[config.mk]
export PLATFORM = sky130hd
export DESIGN_NAME = atp_aux_timer_pair
export DESIGN_NICKNAME = d
export VERILOG_FILES = /design/src/rtl/atp_pkg.sv /design/src/rtl/atp_aux_timer_pair.sv /design/src/rtl/atp_prescaler.sv /design/src/rtl/atp_sync.sv
export VERILOG_INCLUDE_DIRS = /design/src /design/src/rtl
export SDC_FILE = /design/constraint.sdc
export NUM_CORES = 1
export LEC_CHECK = 0
export BUFFER_PORTS_ARGS = -buffer_cell sky130_fd_sc_hd__clkbuf_2
export CAP_MARGIN = 20
export CORE_MARGIN = 8
export CORE_UTILIZATION = 50
export CTS_CLUSTER_DIAMETER = 30
export DETAILED_ROUTE_END_ITERATION = 12
export PLACE_DENSITY = 0.74
export SYNTH_ARGS = -nofsm -noshare
export SYNTH_HDL_FRONTEND = slang
export SYNTH_SLANG_ARGS = --single-unit
export TNS_END_PERCENT = 5
[constraint.sdc]
create_clock -name clk -period 3.7 [get_ports clk]
set_input_delay 0.74 -clock clk [delete_from_list [all_inputs] [get_ports clk]]
set_output_delay 0.74 -clock clk [all_outputs]
set_load 0.02 [all_outputs]
[src/rtl/atp_defs.svh]
`ifndef ATP_DEFS_SVH
`define ATP_DEFS_SVH

// register byte offsets on the APB
`define ATP_OFF_A_CTRL  8'h00
`define ATP_OFF_A_COUNT 8'h04
`define ATP_OFF_B_CTRL  8'h08
`define ATP_OFF_B_COUNT 8'h0C
`define ATP_OFF_STATUS  8'h10

// control register field positions
`define ATP_I_LSB     0
`define ATP_I_W       3
`define ATP_M_LSB     3
`define ATP_M_W       3
`define ATP_R_BIT     6
`define ATP_UD_BIT    7
`define ATP_UDE_BIT   8
`define ATP_RC_BIT    9
`define ATP_EDGE_BIT  13
`define ATP_CHDIR_BIT 14
`define ATP_RDIR_BIT  15

// reset values and software-writable control bits
`define ATP_CTRL_RESET  16'h0000
`define ATP_COUNT_RESET 16'h0000
`define ATP_CTRL_WMASK  16'h63FF

// block prescaler: last count of the divider for each field code
`define ATP_BPS_TOP_00 5'h07
`define ATP_BPS_TOP_01 5'h03
`define ATP_BPS_TOP_10 5'h1F
`define ATP_BPS_TOP_11 5'h0F

// number of individual prescaler taps (2^0 .. 2^7)
`define ATP_DIV_TAPS 8

`endif

[src/rtl/atp_pkg.sv]
package atp_pkg;

	typedef logic [1:0] atp_bps_t;

	typedef enum logic [2:0] {
		ATP_TIMER    = 3'h0,
		ATP_COUNTER  = 3'h1,
		ATP_GATED_LO = 3'h2,
		ATP_GATED_HI = 3'h3,
		ATP_RELOAD   = 3'h4,
		ATP_CAPTURE  = 3'h5,
		ATP_ENC_ROT  = 3'h6,
		ATP_ENC_EDGE = 3'h7
	} atp_mode_t;

endpackage

[src/rtl/atp_aux_timer_pair.sv]
// Our own choices: the APB register port and the register addresses.
`timescale 1ns/1ps
`include "atp_defs.svh"
// Function
// - Mode 000: count the prescaled module clock.
// - Modes 010/011 are gated timer; mode bit 0 picks the gate level.
// - Code 010 counts while gate low, 011 while gate high.
// - Gate level changes never raise an interrupt request.
// - Remote select 0 uses local run bit, 1 uses core run bit.
// - Selected run bit starts and stops the timer in modes 000, 001, 01x and 11x; capture ignores it.
// - Gated timer advances only when running and gate active.
// - Core run bit starts remote timers in the same clock cycle.
// - Count register reads current count; writes load a new count.
// - Direction chosen by software bit or by external direction pin.
// - Mode 001 counts selected edges of count pin or core toggle latch.
// - Only hardware overflow toggles of the latch count; writes never do.
// - Both latch edges: count every core wrap, forming 32 bits.
// - One latch edge: count every second core wrap, forming 33 bits.
// - Concatenated timers keep independent count directions.
// - Mode 101 copies core count into the timer on chosen pin edge.
// - Capture edge uses two low select bits; bit 2 is ignored.
// - Capture mode never counts, whatever the run bit.
// - Each capture sets the timer's interrupt flag with the load.
// - Modes 110/111 count encoder transitions on one or both pins.
// - Encoder direction and interrupts behave as in the core timer.
// - Encoder direction follows edge type and level of the other input.
// - Code 110 interrupts on direction change, 111 on every edge.
// - No output toggle latch and no output pin in any mode.
module atp_aux_timer_pair (
	// clock and reset
	input  wire logic              clk,
	input  wire logic              reset_n,
	// APB slave
	input  wire logic              psel,
	input  wire logic              penable,
	input  wire logic              pwrite,
	input  wire logic [7:0]        paddr,
	input  wire logic [31:0]       pwdata,
	output logic      [31:0]       prdata,
	output logic                   pready,
	output logic                   pslverr,
	// core timer side, same clock
	input  wire logic              coreRun,
	input  wire logic [15:0]       coreCount,
	input  wire logic              coreToggleLatch,
	input  wire logic              coreToggleHw,
	input  wire atp_pkg::atp_bps_t blockPrescaler,
	// pins, index 0 is timer a, 1 is timer b
	input  wire logic [1:0]        countInPin,
	input  wire logic [1:0]        dirInPin,
	// flags
	output logic      [1:0]        auxIrqFlag,
	output logic      [1:0]        auxIrqSet
);
	import atp_pkg::*;

	wire                     basicTick;
	wire [`ATP_DIV_TAPS-1:0] divTick;
	wire [3:0]               pinSync;
	wire [1:0]               countInSync;
	wire [1:0]               dirInSync;

	atp_prescaler uPrescaler (
		.clk            (clk),
		.reset_n        (reset_n),
		.blockPrescaler (blockPrescaler),
		.basicTick      (basicTick),
		.divTick        (divTick)
	);

	atp_sync #(
		.WIDTH (4)
	) uSync (
		.clk     (clk),
		.reset_n (reset_n),
		.asyncIn ({dirInPin, countInPin}),
		.syncOut (pinSync)
	);

	assign countInSync = pinSync[1:0];
	assign dirInSync   = pinSync[3:2];

	// bus decode
	wire        setupPhase;
	wire        accessWrite;
	wire        hitACtrl;
	wire        hitACount;
	wire        hitBCtrl;
	wire        hitBCount;
	wire        hitStatus;
	wire        addrHit;
	wire [1:0]  wrCtrl;
	wire [1:0]  wrCount;
	wire        wrStatus;
	wire [31:0] readData;
	wire [31:0] rdACtrl;
	wire [31:0] rdACount;
	wire [31:0] rdBCtrl;
	wire [31:0] rdBCount;
	wire [31:0] rdStatus;
	logic       errReg;
	logic [31:0] prdataReg;

	wire [15:0] ctrlView [0:1];
	wire [15:0] countView [0:1];
	wire [1:0]  irqView;
	wire [1:0]  irqSetView;

	assign setupPhase  = psel & ~penable;
	assign accessWrite = psel & penable & pwrite;
	assign hitACtrl    = (paddr == `ATP_OFF_A_CTRL);
	assign hitACount   = (paddr == `ATP_OFF_A_COUNT);
	assign hitBCtrl    = (paddr == `ATP_OFF_B_CTRL);
	assign hitBCount   = (paddr == `ATP_OFF_B_COUNT);
	assign hitStatus   = (paddr == `ATP_OFF_STATUS);
	assign addrHit     = hitACtrl | hitACount | hitBCtrl | hitBCount |
	                     hitStatus;

	// writes land only at the access edge; unmapped writes are dropped
	assign wrCtrl   = {accessWrite & hitBCtrl, accessWrite & hitACtrl};
	assign wrCount  = {accessWrite & hitBCount, accessWrite & hitACount};
	assign wrStatus = accessWrite & hitStatus;

	assign rdACtrl  = {16'h0000, ctrlView[0]};
	assign rdACount = {16'h0000, countView[0]};
	assign rdBCtrl  = {16'h0000, ctrlView[1]};
	assign rdBCount = {16'h0000, countView[1]};
	assign rdStatus = {30'h0, irqView};

	assign readData = hitACtrl  ? rdACtrl :
	                  hitACount ? rdACount :
	                  hitBCtrl  ? rdBCtrl :
	                  hitBCount ? rdBCount :
	                  hitStatus ? rdStatus :
	                              32'h00000000;

	// read data sampled in setup so it comes from a flop in access
	always_ff @(posedge clk or negedge reset_n) begin
		if (!reset_n) begin
			prdataReg <= 32'h00000000;
		end else if (setupPhase) begin
			prdataReg <= readData;
		end
	end

	// error decided with the address, shown only in access
	always_ff @(posedge clk or negedge reset_n) begin
		if (!reset_n) begin
			errReg <= 1'b0;
		end else if (setupPhase) begin
			errReg <= ~addrHit;
		end
	end

	assign prdata  = prdataReg;
	assign pready  = 1'b1;
	assign pslverr = psel & penable & errReg;

	// toggle latch edges from hardware wraps only
	wire otlRise;
	wire otlFall;

	assign otlRise = coreToggleHw & coreToggleLatch;
	assign otlFall = coreToggleHw & ~coreToggleLatch;

	for (genvar t = 0; t < 2; t++) begin : gTimer
		logic [15:0] ctrlReg;
		logic [15:0] ctrlNext;
		logic [15:0] countReg;
		logic [15:0] countNext;
		logic        irqReg;
		logic        irqNext;
		logic        irqSetReg;
		logic        inLevelReg;
		logic        dirLevelReg;
		logic        stepEn;
		logic        stepDown;
		atp_mode_t   mode;

		wire [2:0]  inSel;
		wire        runSel;
		wire        gateOpen;
		wire        timeTick;
		wire        inRise;
		wire        inFall;
		wire        dirRise;
		wire        dirFall;
		wire        pinEvt;
		wire        otlEvt;
		wire        counterEvt;
		wire        encInEvt;
		wire        encDirEvt;
		wire        encEvt;
		wire        encDown;
		wire        swDown;
		wire        isEnc;
		wire        isCapture;
		wire        capLoad;
		wire [1:0]  capSel;
		wire        capEvt;
		wire        wrapEvt;
		wire        dirChange;
		wire        encIrq;
		wire        irqSet;
		wire [15:0] countStep;
		wire [15:0] ctrlWritten;

		assign inSel = ctrlReg[`ATP_I_LSB +: `ATP_I_W];
		assign mode  = atp_mode_t'(ctrlReg[`ATP_M_LSB +: `ATP_M_W]);

		// remote run comes straight from the core flop, no extra stage
		assign runSel = ctrlReg[`ATP_RC_BIT] ? coreRun :
		                                       ctrlReg[`ATP_R_BIT];

		// pins are judged once per basic tick, so a level held for the
		// prescaler factor is always seen
		assign inRise  = basicTick & countInSync[t] & ~inLevelReg;
		assign inFall  = basicTick & ~countInSync[t] & inLevelReg;
		assign dirRise = basicTick & dirInSync[t] & ~dirLevelReg;
		assign dirFall = basicTick & ~dirInSync[t] & dirLevelReg;

		assign gateOpen = (inLevelReg == ctrlReg[`ATP_M_LSB]);
		assign timeTick = divTick[inSel];

		// select code bit 0 rising, bit 1 falling, both for any edge
		assign pinEvt = (inSel[0] & inRise) | (inSel[1] & inFall);
		assign otlEvt = (inSel[0] & otlRise) |
		                (inSel[1] & otlFall);
		assign counterEvt = inSel[2] ? otlEvt : pinEvt;

		assign encInEvt  = inSel[0] & (inRise | inFall);
		assign encDirEvt = inSel[1] & (dirRise | dirFall);
		assign encEvt    = encInEvt | encDirEvt;
		// count pin edge wins if both pins move in one tick
		assign encDown = encInEvt ? (inRise ? dirLevelReg : ~dirLevelReg) :
		                 (dirRise ? ~inLevelReg : inLevelReg);

		// each timer's own bits; nothing ties a to the core direction
		assign swDown = ctrlReg[`ATP_UD_BIT] ^
		                (ctrlReg[`ATP_UDE_BIT] & dirLevelReg);

		always_comb begin
			stepEn   = 1'b0;
			stepDown = swDown;
			unique case (mode)
				ATP_TIMER: begin
					stepEn = runSel & timeTick;
				end
				ATP_COUNTER: begin
					stepEn = runSel & counterEvt;
				end
				ATP_GATED_LO, ATP_GATED_HI: begin
					stepEn = runSel & timeTick & gateOpen;
				end
				ATP_RELOAD, ATP_CAPTURE: begin
					stepEn = 1'b0;
				end
				ATP_ENC_ROT, ATP_ENC_EDGE: begin
					stepEn   = runSel & encEvt;
					stepDown = encDown;
				end
			endcase
		end

		assign isEnc     = (mode == ATP_ENC_ROT) | (mode == ATP_ENC_EDGE);
		assign isCapture = (mode == ATP_CAPTURE);
		// capture looks at the two low select bits only
		assign capSel    = inSel[1:0];
		assign capEvt    = (capSel[0] & inRise) | (capSel[1] & inFall);
		assign capLoad   = isCapture & capEvt;
		assign countStep = stepDown ? countReg - 16'h0001 :
		                              countReg + 16'h0001;
		assign wrapEvt   = stepEn & ~isEnc &
		                   (stepDown ? (countReg == 16'h0000) :
		                               (countReg == 16'hFFFF));
		assign dirChange = stepEn & isEnc &
		                   (stepDown != ctrlReg[`ATP_RDIR_BIT]);
		assign encIrq    = isEnc & stepEn &
		                   ((mode == ATP_ENC_EDGE) | dirChange);
		// gate level is no source here, only wraps, captures, encoder
		assign irqSet    = capLoad | wrapEvt | encIrq;

		// software load beats a simultaneous count or capture
		assign countNext = wrCount[t] ? pwdata[15:0] :
		                   capLoad    ? coreCount :
		                   stepEn     ? countStep :
		                                countReg;

		assign ctrlWritten = wrCtrl[t] ?
		                     ((pwdata[15:0] & `ATP_CTRL_WMASK) |
		                      (ctrlReg & ~`ATP_CTRL_WMASK)) : ctrlReg;

		// hardware sets of the sticky status bits win over a clearing write
		always_comb begin
			ctrlNext = ctrlWritten;
			if (isEnc & stepEn) begin
				ctrlNext[`ATP_EDGE_BIT] = 1'b1;
				ctrlNext[`ATP_RDIR_BIT] = stepDown;
			end
			if (dirChange) begin
				ctrlNext[`ATP_CHDIR_BIT] = 1'b1;
			end
		end

		assign irqNext = irqSet | (irqReg & ~(wrStatus & pwdata[t]));

		always_ff @(posedge clk or negedge reset_n) begin
			if (!reset_n) begin
				ctrlReg  <= `ATP_CTRL_RESET;
				countReg <= `ATP_COUNT_RESET;
			end else begin
				ctrlReg  <= ctrlNext;
				countReg <= countNext;
			end
		end

		always_ff @(posedge clk or negedge reset_n) begin
			if (!reset_n) begin
				irqReg    <= 1'b0;
				irqSetReg <= 1'b0;
			end else begin
				irqReg    <= irqNext;
				irqSetReg <= irqSet;
			end
		end

		// held levels move only on a basic tick, the edge reference
		always_ff @(posedge clk or negedge reset_n) begin
			if (!reset_n) begin
				inLevelReg  <= 1'b0;
				dirLevelReg <= 1'b0;
			end else if (basicTick) begin
				inLevelReg  <= countInSync[t];
				dirLevelReg <= dirInSync[t];
			end
		end

		assign ctrlView[t]   = ctrlReg;
		assign countView[t]  = countReg;
		assign irqView[t]    = irqReg;
		assign irqSetView[t] = irqSetReg;
	end

	// only flags leave the block; no toggle latch, no pin driven
	assign auxIrqFlag = irqView;
	assign auxIrqSet  = irqSetView;

endmodule // atp_aux_timer_pair

[src/rtl/atp_prescaler.sv]
`timescale 1ns/1ps
`include "atp_defs.svh"
module atp_prescaler (
	// clock and reset
	input  wire logic                     clk,
	input  wire logic                     reset_n,
	// block prescaler code from the core timer control
	input  wire atp_pkg::atp_bps_t        blockPrescaler,
	// enables
	output logic                          basicTick,
	output logic [`ATP_DIV_TAPS-1:0]      divTick
);
	import atp_pkg::*;

	logic [4:0] baseCntReg;
	logic [6:0] divCntReg;
	wire  [4:0] baseTop;

	assign baseTop = (blockPrescaler == 2'h0) ? `ATP_BPS_TOP_00 :
	                 (blockPrescaler == 2'h1) ? `ATP_BPS_TOP_01 :
	                 (blockPrescaler == 2'h2) ? `ATP_BPS_TOP_10 :
	                                            `ATP_BPS_TOP_11;
	// >= so a smaller code picked mid-count does not wrap the long way
	assign basicTick = (baseCntReg >= baseTop);

	always_ff @(posedge clk or negedge reset_n) begin
		if (!reset_n) begin
			baseCntReg <= 5'h00;
			divCntReg  <= 7'h00;
		end else if (basicTick) begin
			baseCntReg <= 5'h00;
			divCntReg  <= divCntReg + 7'h01;
		end else begin
			baseCntReg <= baseCntReg + 5'h01;
		end
	end

	assign divTick[0] = basicTick;
	for (genvar k = 1; k < `ATP_DIV_TAPS; k++) begin : gTap
		assign divTick[k] = basicTick & (&divCntReg[k-1:0]);
	end

endmodule // atp_prescaler

[src/rtl/atp_sync.sv]
`timescale 1ns/1ps
module atp_sync #(
	parameter int WIDTH = 4
) (
	// clock and reset
	input  wire logic             clk,
	input  wire logic             reset_n,
	// asynchronous levels in, synchronised levels out
	input  wire logic [WIDTH-1:0] asyncIn,
	output logic      [WIDTH-1:0] syncOut
);
	import atp_pkg::*;

	logic [WIDTH-1:0] stage1Reg;

	always_ff @(posedge clk or negedge reset_n) begin
		if (!reset_n) begin
			stage1Reg <= '0;
			syncOut   <= '0;
		end else begin
			stage1Reg <= asyncIn;
			syncOut   <= stage1Reg;
		end
	end

endmodule // atp_sync
Word-level counts from Yosys, hierarchy flattened
Cells that the tools add are included.
Word-level totals
  word-level logic and storage cells: 241
  output and inout bits: 38
  flip-flop bits (word level): 125
  bits of input ports: 70
Cells by class
  equal/unequal tests: 26
  add/sub/neg operators: 6
  muxes and demuxes: 45
  bitwise operators: 115
  order comparisons: 3
  reductions and logical operators: 24
Operators by type and width (number)
  $mux W16: 14
  $and A1 B1 Y1: 72
  $add A16 B1 Y16 const B: 2
  $eq A16 B16 Y1 const B: 2
  $logic_not A16 Y1: 2
  $or A15 B16 Y16: 2
  $sub A16 B1 Y16 const B: 2
  $eq A3 B3 Y1 const B: 8
  $or A1 B1 Y1: 24
  $mux W1: 22
  $mux W5: 4
  $eq A8 B4 Y1 const B: 2
  $not A1 Y1: 15
  $eq A3 B2 Y1 const B: 4
  $reduce_or A2 Y1: 6
  $pmux W1 S5: 2
  $eq A8 B3 Y1 const B: 1
  $eq A8 B5 Y1 const B: 1
  $logic_not A8 Y1: 1
  $lt A3 B4 Y1 const B: 2
  $reduce_bool A2 Y1: 4
  $add A7 B1 Y7 const B: 1
  $reduce_and A7 Y1: 1
  $bmux W1 S3: 2
  other kinds (17): 23

Longest topological paths before layout
Gate-level depths: netlist (run 1).
  word-level depth: 18
  mapped depth: 19
  depth with buffers taken out: 18

By module
A second synthesis (run 1) with hierarchy kept.
Unflattened totals
  cells, all modules: 811
  area, all modules: 7505.9 um^2
By module, submodules not included
  atp_aux_timer_pair: cells an instance 742, instances 1, seq. area each 2077.0 um^2, area each 6573.8 um^2
  atp_prescaler: cells an instance 61, instances 1, seq. area each 300.3 um^2, area each 732.0 um^2
  atp_sync: cells an instance 8, instances 1, seq. area each 200.2 um^2, area each 200.2 um^2

Least setup slack after synthesis (run 1)
No wires, ideal clock.
  kind: in2reg
  start point: input port blockPrescaler[0]
  end point: register gTimer[0].countReg[14]
  required time: 3.582 ns
  data arrival time: 3.984 ns
  path buffers: 0
  library setup time: 0.118 ns
  path slack: -0.402 ns
  cell stages on the path: 17
  path through: nand2b_1 ha_1 nand3_2 o221a_4 a211oi_1 o211a_1 inv_2 fa_1 nor2b_1 o21a_1 o21ai_1 a211oi_1 o311ai_1 a31oi_1 xnor2_1 a21oi_1 a21o_1
Between the ends
  cells in the longest elaborated chain, start to end: 15
  elaborated cells between the ends (all ways): 48
  classes of those cells: 1 x order compare; 2 x eq/ne; 15 x mux; 28 x bitwise; 2 x reduce/logical
RTL lines
  from (decl): line atp_aux_timer_pair.sv:47  | input wire atp_pkg::atp_bps_t blockPrescaler,
  $eq A2 B2 Y1: line atp_prescaler.sv:21  | (blockPrescaler == 2'h2) ? `ATP_BPS_TOP_10 :
  $mux W5 (no line) (2 in series)
  $mux W5 (no line) (*)
  $ge A5 B5 Y1 (*): line atp_prescaler.sv:24  | assign basicTick = (baseCntReg >= baseTop);
  branches (longest 10 deep; another with $pmux W1 S5)
  to (signal assigned): line atp_aux_timer_pair.sv:310  | countReg <= `ATP_COUNT_RESET;
  to (signal assigned): line atp_aux_timer_pair.sv:313  | countReg <= countNext;
  to (decl): line atp_aux_timer_pair.sv:169  | logic [15:0] countReg;
Mark *: on every way between the ends. The select of a mux whose other input is x is not followed.
A chain may end at the register's enable or synchronous reset.

Final worst setup path (run 1)
  start point: input port blockPrescaler[0]
  end point: register gTimer[0].countReg[12]
The elaborated chain is that of the path after synthesis.

==> qor.yml, run 1 <==
grt_pass1_vias: 6489
worstSetupEndpointType: "flip-flop"
synth_top_area_cell: "dfrtp_1"
worst_pin_slew_ns: 0.825
ys_top_cells_by_count: "nand2_1, dfrtp_1, o21ai_0"
slew_viol_final: 0
synth_most_common_cell: "nand2_1"
synth-edff-count: 0
reg2regPathDepth: 19
setup_viol: 14
portBuffers: 74
wl_um: 22300
drc: 0
area_delta_synth_final_pct: 23.4
r2r_setup_slack_ns: -0.01
tritoncts: "done"
r2r-start: "uPrescaler.baseCntReg[3]"
final_cell_area_sq_um: 8980
dp_hpwl_um: 16000
cp.arrival_ns: 4.11
cap_viol_max_count: 0
synth_cell_types: 70
avgSynthCellArea_sq_um: 8.89
setup_ws_ns: -0.153
grt.overflow.total: 0
path_cells: "clkbuf_2, nand2b_4, ha_4, nand3_2, o221a_4, buf_4, o21ai_1, o2111ai_1, o211a_4, buf_6, ha_4, a21o_1, nor3_2, a211oi_2, buf_4, nor4_1, nor2_1, a21oi_1, a22o_1, a221oi_2"
rsz0062_at_grt: "yes"
antenna_found_initial: 0
synthArstFlopShare_pct: 100
grt_max_degree: 66
start_util_pct: 50.6
io_pins: 108
synth_area_sq_um: 7280
hp-class: "reg -> reg"
fp.dieH_um: 137
final-hold-violation-count: 0
final_antenna_net_count: 0
holdPathStages: 0
critPathKind: "in -> reg"
yosysSeqAreaShare_pct: 35.4
netlist_instances: 818
synth_flop_cell: "dfrtp_1"
crit_family: "compound AO/OA/AOI/OAI gates"
holdPathEnd: "uSync.syncOut[0]"
cpMaxStageDelayCell: "a211oi_2"
ir_worst_vdd_v: 0.000268
stdcell_count: 1144
die-area_sq_um: 18700
synth_top_area_share_pct: 35.4
period_minus_slack_ns: 3.85
outcome: "complete, but fails checks"
fin_util_pct: 62.5
synth_seq_cells: 103
drive_above_1_share_pct: 28.7
place.gp.congestion: 0.907
num_vias: 6919
max_slew_margin_pct: 45.0
period_share_pct: 104
path_clk_slew_ns: 0.07
hp-start: "uSync.stage1Reg[0]"
p_leak_nw: 4.09
pwr_density_cell_nw_per_um2: 367
synthTopCellsByArea: "dfrtp_1, ha_1, nand2_1"
clockRootBuffer: "clkbuf_16"
critPathRequiredTime_ns: 3.96
cts_buffers: 9
first_pass_iters: 7
max_stage_delay_ns: 0.38
die_w_um: 137
placed_cell_area_sq_um: 8200
cts_sinks: 103
nets: 1066
place_inst: 1114
diodes: 0
total_power_mw: 3.29
worst-path-buf-inv: 4
rows: 44
fmax_ghz: 0.260
grt_usage_pct: 23.4
clk_path_buf_depth: 2
violations: "setup timing"
critPathMaxFanout: 8
finClkSkew_ns: 0.00933
rr_endpoint: "gTimer[0].countReg[12]"
ctsHtreeMaxLevel: 3
worstSkewPairLatency_ns: 0.36
postCtsHoldBufs: 0
core_area_sq_um: 14400
grt_pass1_wl_um: 34000
drt_iter0_drc: 717
detail_route.vias_per_cell: 6.05
cp-start-kind: "input pin"
setup_tns_ns: -0.962
wire_per_inst_um: 19.5
yosysWarnings: 0
[stage by stage]
stage | hold WS [ns] | worst slack [ns]
2_1_floorplan | 0.331 | -0.325
3_3_place_gp | 0.332 | -0.577
3_5_place_dp | 0.337 | -0.694
4_1_cts | 0.355 | -0.0959
5_1_grt | 0.367 | -0.334
6_report | 0.357 | -0.153
[what timing repair did]
item	CTS	global route
setup endpoints to repair	19	21
pin swaps	44	13
setup buffers	12	0
gates cloned	1	0
resized for setup	48	11
[registers in the layout, summed over array words and instances (netlist names)]
signal and cells:
gTimer.countReg 32, gTimer.ctrlReg 26, prdata 16, uPrescaler.divCntReg 7, uPrescaler.baseCntReg 5, uSync.stage1Reg 4, uSync.syncOut 4, gTimer.dirLevelReg 2
gTimer.inLevelReg 2, gTimer.irqReg 2, gTimer.irqSetReg 2, errReg 1
[placed cells by master (no fill, tap or decap), types with 12 or more instances in the layout]
| cell type | count |
|---|---|
| dfrtp_1 | 103 |
| nor4_1 | 12 |
| xor2_1 | 21 |
| nand2_1 | 114 |
| nand4_1 | 16 |
| o21ai_1 | 26 |
| a21o_1 | 14 |
| buf_4 | 92 |
| o21ai_0 | 54 |
| mux2i_1 | 14 |
| mux2_2 | 17 |
| ha_1 | 24 |
| nor2_1 | 39 |
| nand3_1 | 16 |
| ha_4 | 14 |
| o211ai_1 | 21 |
| clkbuf_2 | 72 |
| inv_1 | 20 |
| conb_1 | 17 |
| a21oi_1 | 38 |
| xnor2_1 | 23 |
[kinds of logic (layout without fill, tap and decap cells)]
logic type               after synthesis  count (layout)  synth area share (%)
AND/OR/NAND/NOR                      267             267                  18.1
AO/OA/AOI/OAI                        243             244                  22.3
flip-flops                           103             103                  35.4
buffers and inverters                 82             208                  6.17
XOR/XNOR                              45              45                  5.42
adder cells (fa/ha/maj)               41              41                  7.26
multiplexers                          35              35                  5.18
other                                  2              17                 0.103
[cell type report]
class | instances | area (sq um)
multi-input cells | 649 | 4670
inverters | 22 | 82.6
repair buffers | 170 | 1120
clock buffers | 10 | 229
fillers | 1170 | 5390
well taps | 184 | 230
clock inverters | 6 | 60.1
flip-flops and latches | 103 | 2580
[power breakdown]
part | switching [mW] | internal, mW | leakage [nW] | total, mW
sequential | 0.149 | 1.23 | 1.37 | 1.38
combinational | 0.503 | 0.454 | 2.58 | 0.958
clock | 0.478 | 0.478 | 0.143 | 0.956
total | 1.13 | 2.16 | 4.09 | 3.29
[worst max-delay path by stage]
stage / startpoint / to / slack, ns / cells past startpoint
2_1_floorplan: blockPrescaler[0] / gTimer[1].countReg[15] / -0.33 / 18
3_3_place_gp: blockPrescaler[0] / gTimer[0].countReg[14] / -0.58 / 19
3_5_place_dp: blockPrescaler[1] / gTimer[1].countReg[14] / -0.69 / 18
4_1_cts: blockPrescaler[0] / gTimer[1].countReg[14] / -0.1 / 19
5_1_grt: blockPrescaler[0] / gTimer[0].countReg[12] / -0.33 / 21
6_report: blockPrescaler[0] / gTimer[0].countReg[12] / -0.15 / 20
[routing by layer]
metal | track usage (%) | wire [um] | up-vias
met5 | 0 | 0 | -
met4 | 11.3 | 860 | 0
met3 | 4.96 | 1880 | 65
met2 | 36.7 | 10300 | 348
met1 | 30.3 | 9250 | 3278
li1 | - | - | 3228
Note: power is estimated with default switching activity, not from simulation.
==> run 2: changes to the inputs <==
--- a/config.mk
+++ b/config.mk
@@ -10,6 +10,7 @@
 export CAP_MARGIN = 20
 export CORE_MARGIN = 8
 export CORE_UTILIZATION = 50
+export CTS_BUF_LIST = sky130_fd_sc_hd__clkbuf_16
 export CTS_CLUSTER_DIAMETER = 30
 export DETAILED_ROUTE_END_ITERATION = 12
 export PLACE_DENSITY = 0.74
==> run 2 against run 1 <==
Effect of this change: critical path type unchanged; die area unchanged; total power is essentially flat; sequential power barely moved; the run still ends with setup timing left; largest power group unchanged.
==> qor.yml, run 2 (synthesis results as in run 1) <==
outcome: "complete, but fails checks"
violations: "setup timing"
final_antenna_net_count: 0
place.gp.congestion: 0.907
final-hold-violation-count: 0
tritoncts: "done"
core_area_sq_um: 14400
portBuffers: 74
postCtsHoldBufs: 0
cts_buffers: 9
clockRootBuffer: "clkbuf_16"
area_delta_synth_final_pct: 23.4
num_vias: 6915
grt_usage_pct: 23.4
grt_pass1_vias: 6489
p_leak_nw: 4.10
wire_per_inst_um: 19.5
fmax_ghz: 0.259
clk_path_buf_depth: 2
grt_max_degree: 66
die-area_sq_um: 18700
critPathKind: "in -> reg"
total_power_mw: 3.29
worst_pin_slew_ns: 0.826
cap_viol_max_count: 0
grt_pass1_wl_um: 34000
final_common_cell: "nand2_1"
seqCellArea_sq_um: 2580
largest_reg_flops: 32
fp.dieH_um: 137
period_share_pct: 104
worstSkewPairLatency_ns: 0.36
ctsHtreeMaxLevel: 3
antenna_found_initial: 0
rsz0062_at_grt: "yes"
first_pass_iters: 5
multi_input_area_sq_um: 4670
start_util_pct: 50.6
critPathMaxFanout: 8
cp.arrival_ns: 4.12
holdPathStages: 0
place_ws_ns: -0.694
finClkSkew_ns: 0.00903
cts_sinks: 103
largest_register: "gTimer.countReg"
cp-start-kind: "input pin"
grt.overflow.total: 0
final_cell_area_sq_um: 8980
worstSetupEndpointType: "flip-flop"
die_w_um: 137
detail_route.vias_per_cell: 6.04
drc: 0
wl_um: 22300
io_pins: 108
slew_viol_final: 0
setup_viol: 14
setup_ws_ns: -0.159
max_slew_margin_pct: 45.0
setup_tns_ns: -1.01
path_clk_slew_ns: 0.07
reg2regPathDepth: 19
placed_cell_area_sq_um: 8200
ir_worst_vdd_v: 0.000268
period_minus_slack_ns: 3.86
nets: 1066
nFillCells: 1170
dp_hpwl_um: 16000
diodes: 0
rows: 44
pwr_density_cell_nw_per_um2: 367
drive_above_1_share_pct: 28.7
most-common-layout-cells: "nand2_1, dfrtp_1, buf_4, clkbuf_2, o21ai_0"
drt_iter0_drc: 719
hp-class: "reg -> reg"
critPathRequiredTime_ns: 3.96
hold_ws_ns: 0.357
[run 2: cell types whose count changed in the layout (fill, tap and decap cells not counted), sizes merged]
cell    previous run  this run
inv               27        28
clkbuf            83        82
[run 2: routing by layer]
layer / wire, um / GRT usage, % / vias to the layer above
li1: - / - / 3224
met1: 9260 / 30.3 / 3283
met2: 10300 / 36.7 / 338
met3: 1900 / 4.96 / 70
met4: 884 / 11.3 / 0
met5: 0 / 0 / -
[run 2: path summary, 6_finish.rpt]
path | start | slack, ns | endpoint
max reg2reg | uPrescaler.baseCntReg[3] | -0.01 | gTimer[0].countReg[12]
max | blockPrescaler[0] | -0.16 | gTimer[0].countReg[12]
min reg2reg | uSync.stage1Reg[0] | 0.36 | uSync.syncOut[0]
min in group asynchronous | reset_n | 0.45 | uPrescaler.baseCntReg[4]
min | uSync.stage1Reg[0] | 0.36 | uSync.syncOut[0]
max in group asynchronous | reset_n | 2.41 | gTimer[1].countReg[12]
[run 2: where the power goes]
| group | switching (mW) | leakage (nW) | internal [mW] | total [mW] |
|---|---|---|---|---|
| sequential | 0.150 | 1.37 | 1.23 | 1.38 |
| clock | 0.480 | 0.148 | 0.475 | 0.956 |
| combinational | 0.503 | 2.58 | 0.454 | 0.958 |
| total | 1.13 | 4.10 | 2.16 | 3.29 |
[run 2: what timing repair did]
action	CTS	global route
gates cloned	1	0
setup buffers	12	0
pin swaps	44	13
gates resized for setup	48	11
setup endpoints to repair	19	21
[run 2: stage by stage]
| step | utilization, % | std cells |
|---|---|---|
| after global placement | 57.1 | 1114 |
| after floorplan | - | 833 |
| after detailed placement | 57.1 | 1114 |
| after CTS | 61.9 | 1143 |
| final | 62.5 | 1144 |
| after global routing | 62.5 | 1144 |
[run 2: critical path: stages]
cell	delay [ns]
clkbuf_2	0.09
nand2b_4	0.14
ha_4	0.27
nand3_2	0.08
o221a_4	0.30
buf_4	0.14
o21ai_1	0.10
o2111ai_1	0.15
o211a_4	0.25
buf_6	0.15
ha_4	0.25
a21o_1	0.20
nor3_2	0.08
a211oi_2	0.38
buf_4	0.17
nor4_1	0.04
nor2_1	0.11
a21oi_1	0.08
a22o_1	0.18
a221oi_2	0.20
[run 2: layout make-up]
| class | instances | share of cell area [%] |
|---|---|---|
| clock inverter | 7 | 0.711 |
| tap | 184 | 2.56 |
| multi-input combinational | 649 | 52.1 |
| timing repair buffer | 170 | 12.5 |
| clock buffer | 9 | 2.51 |
| inverter | 22 | 0.920 |
| sequential | 103 | 28.7 |
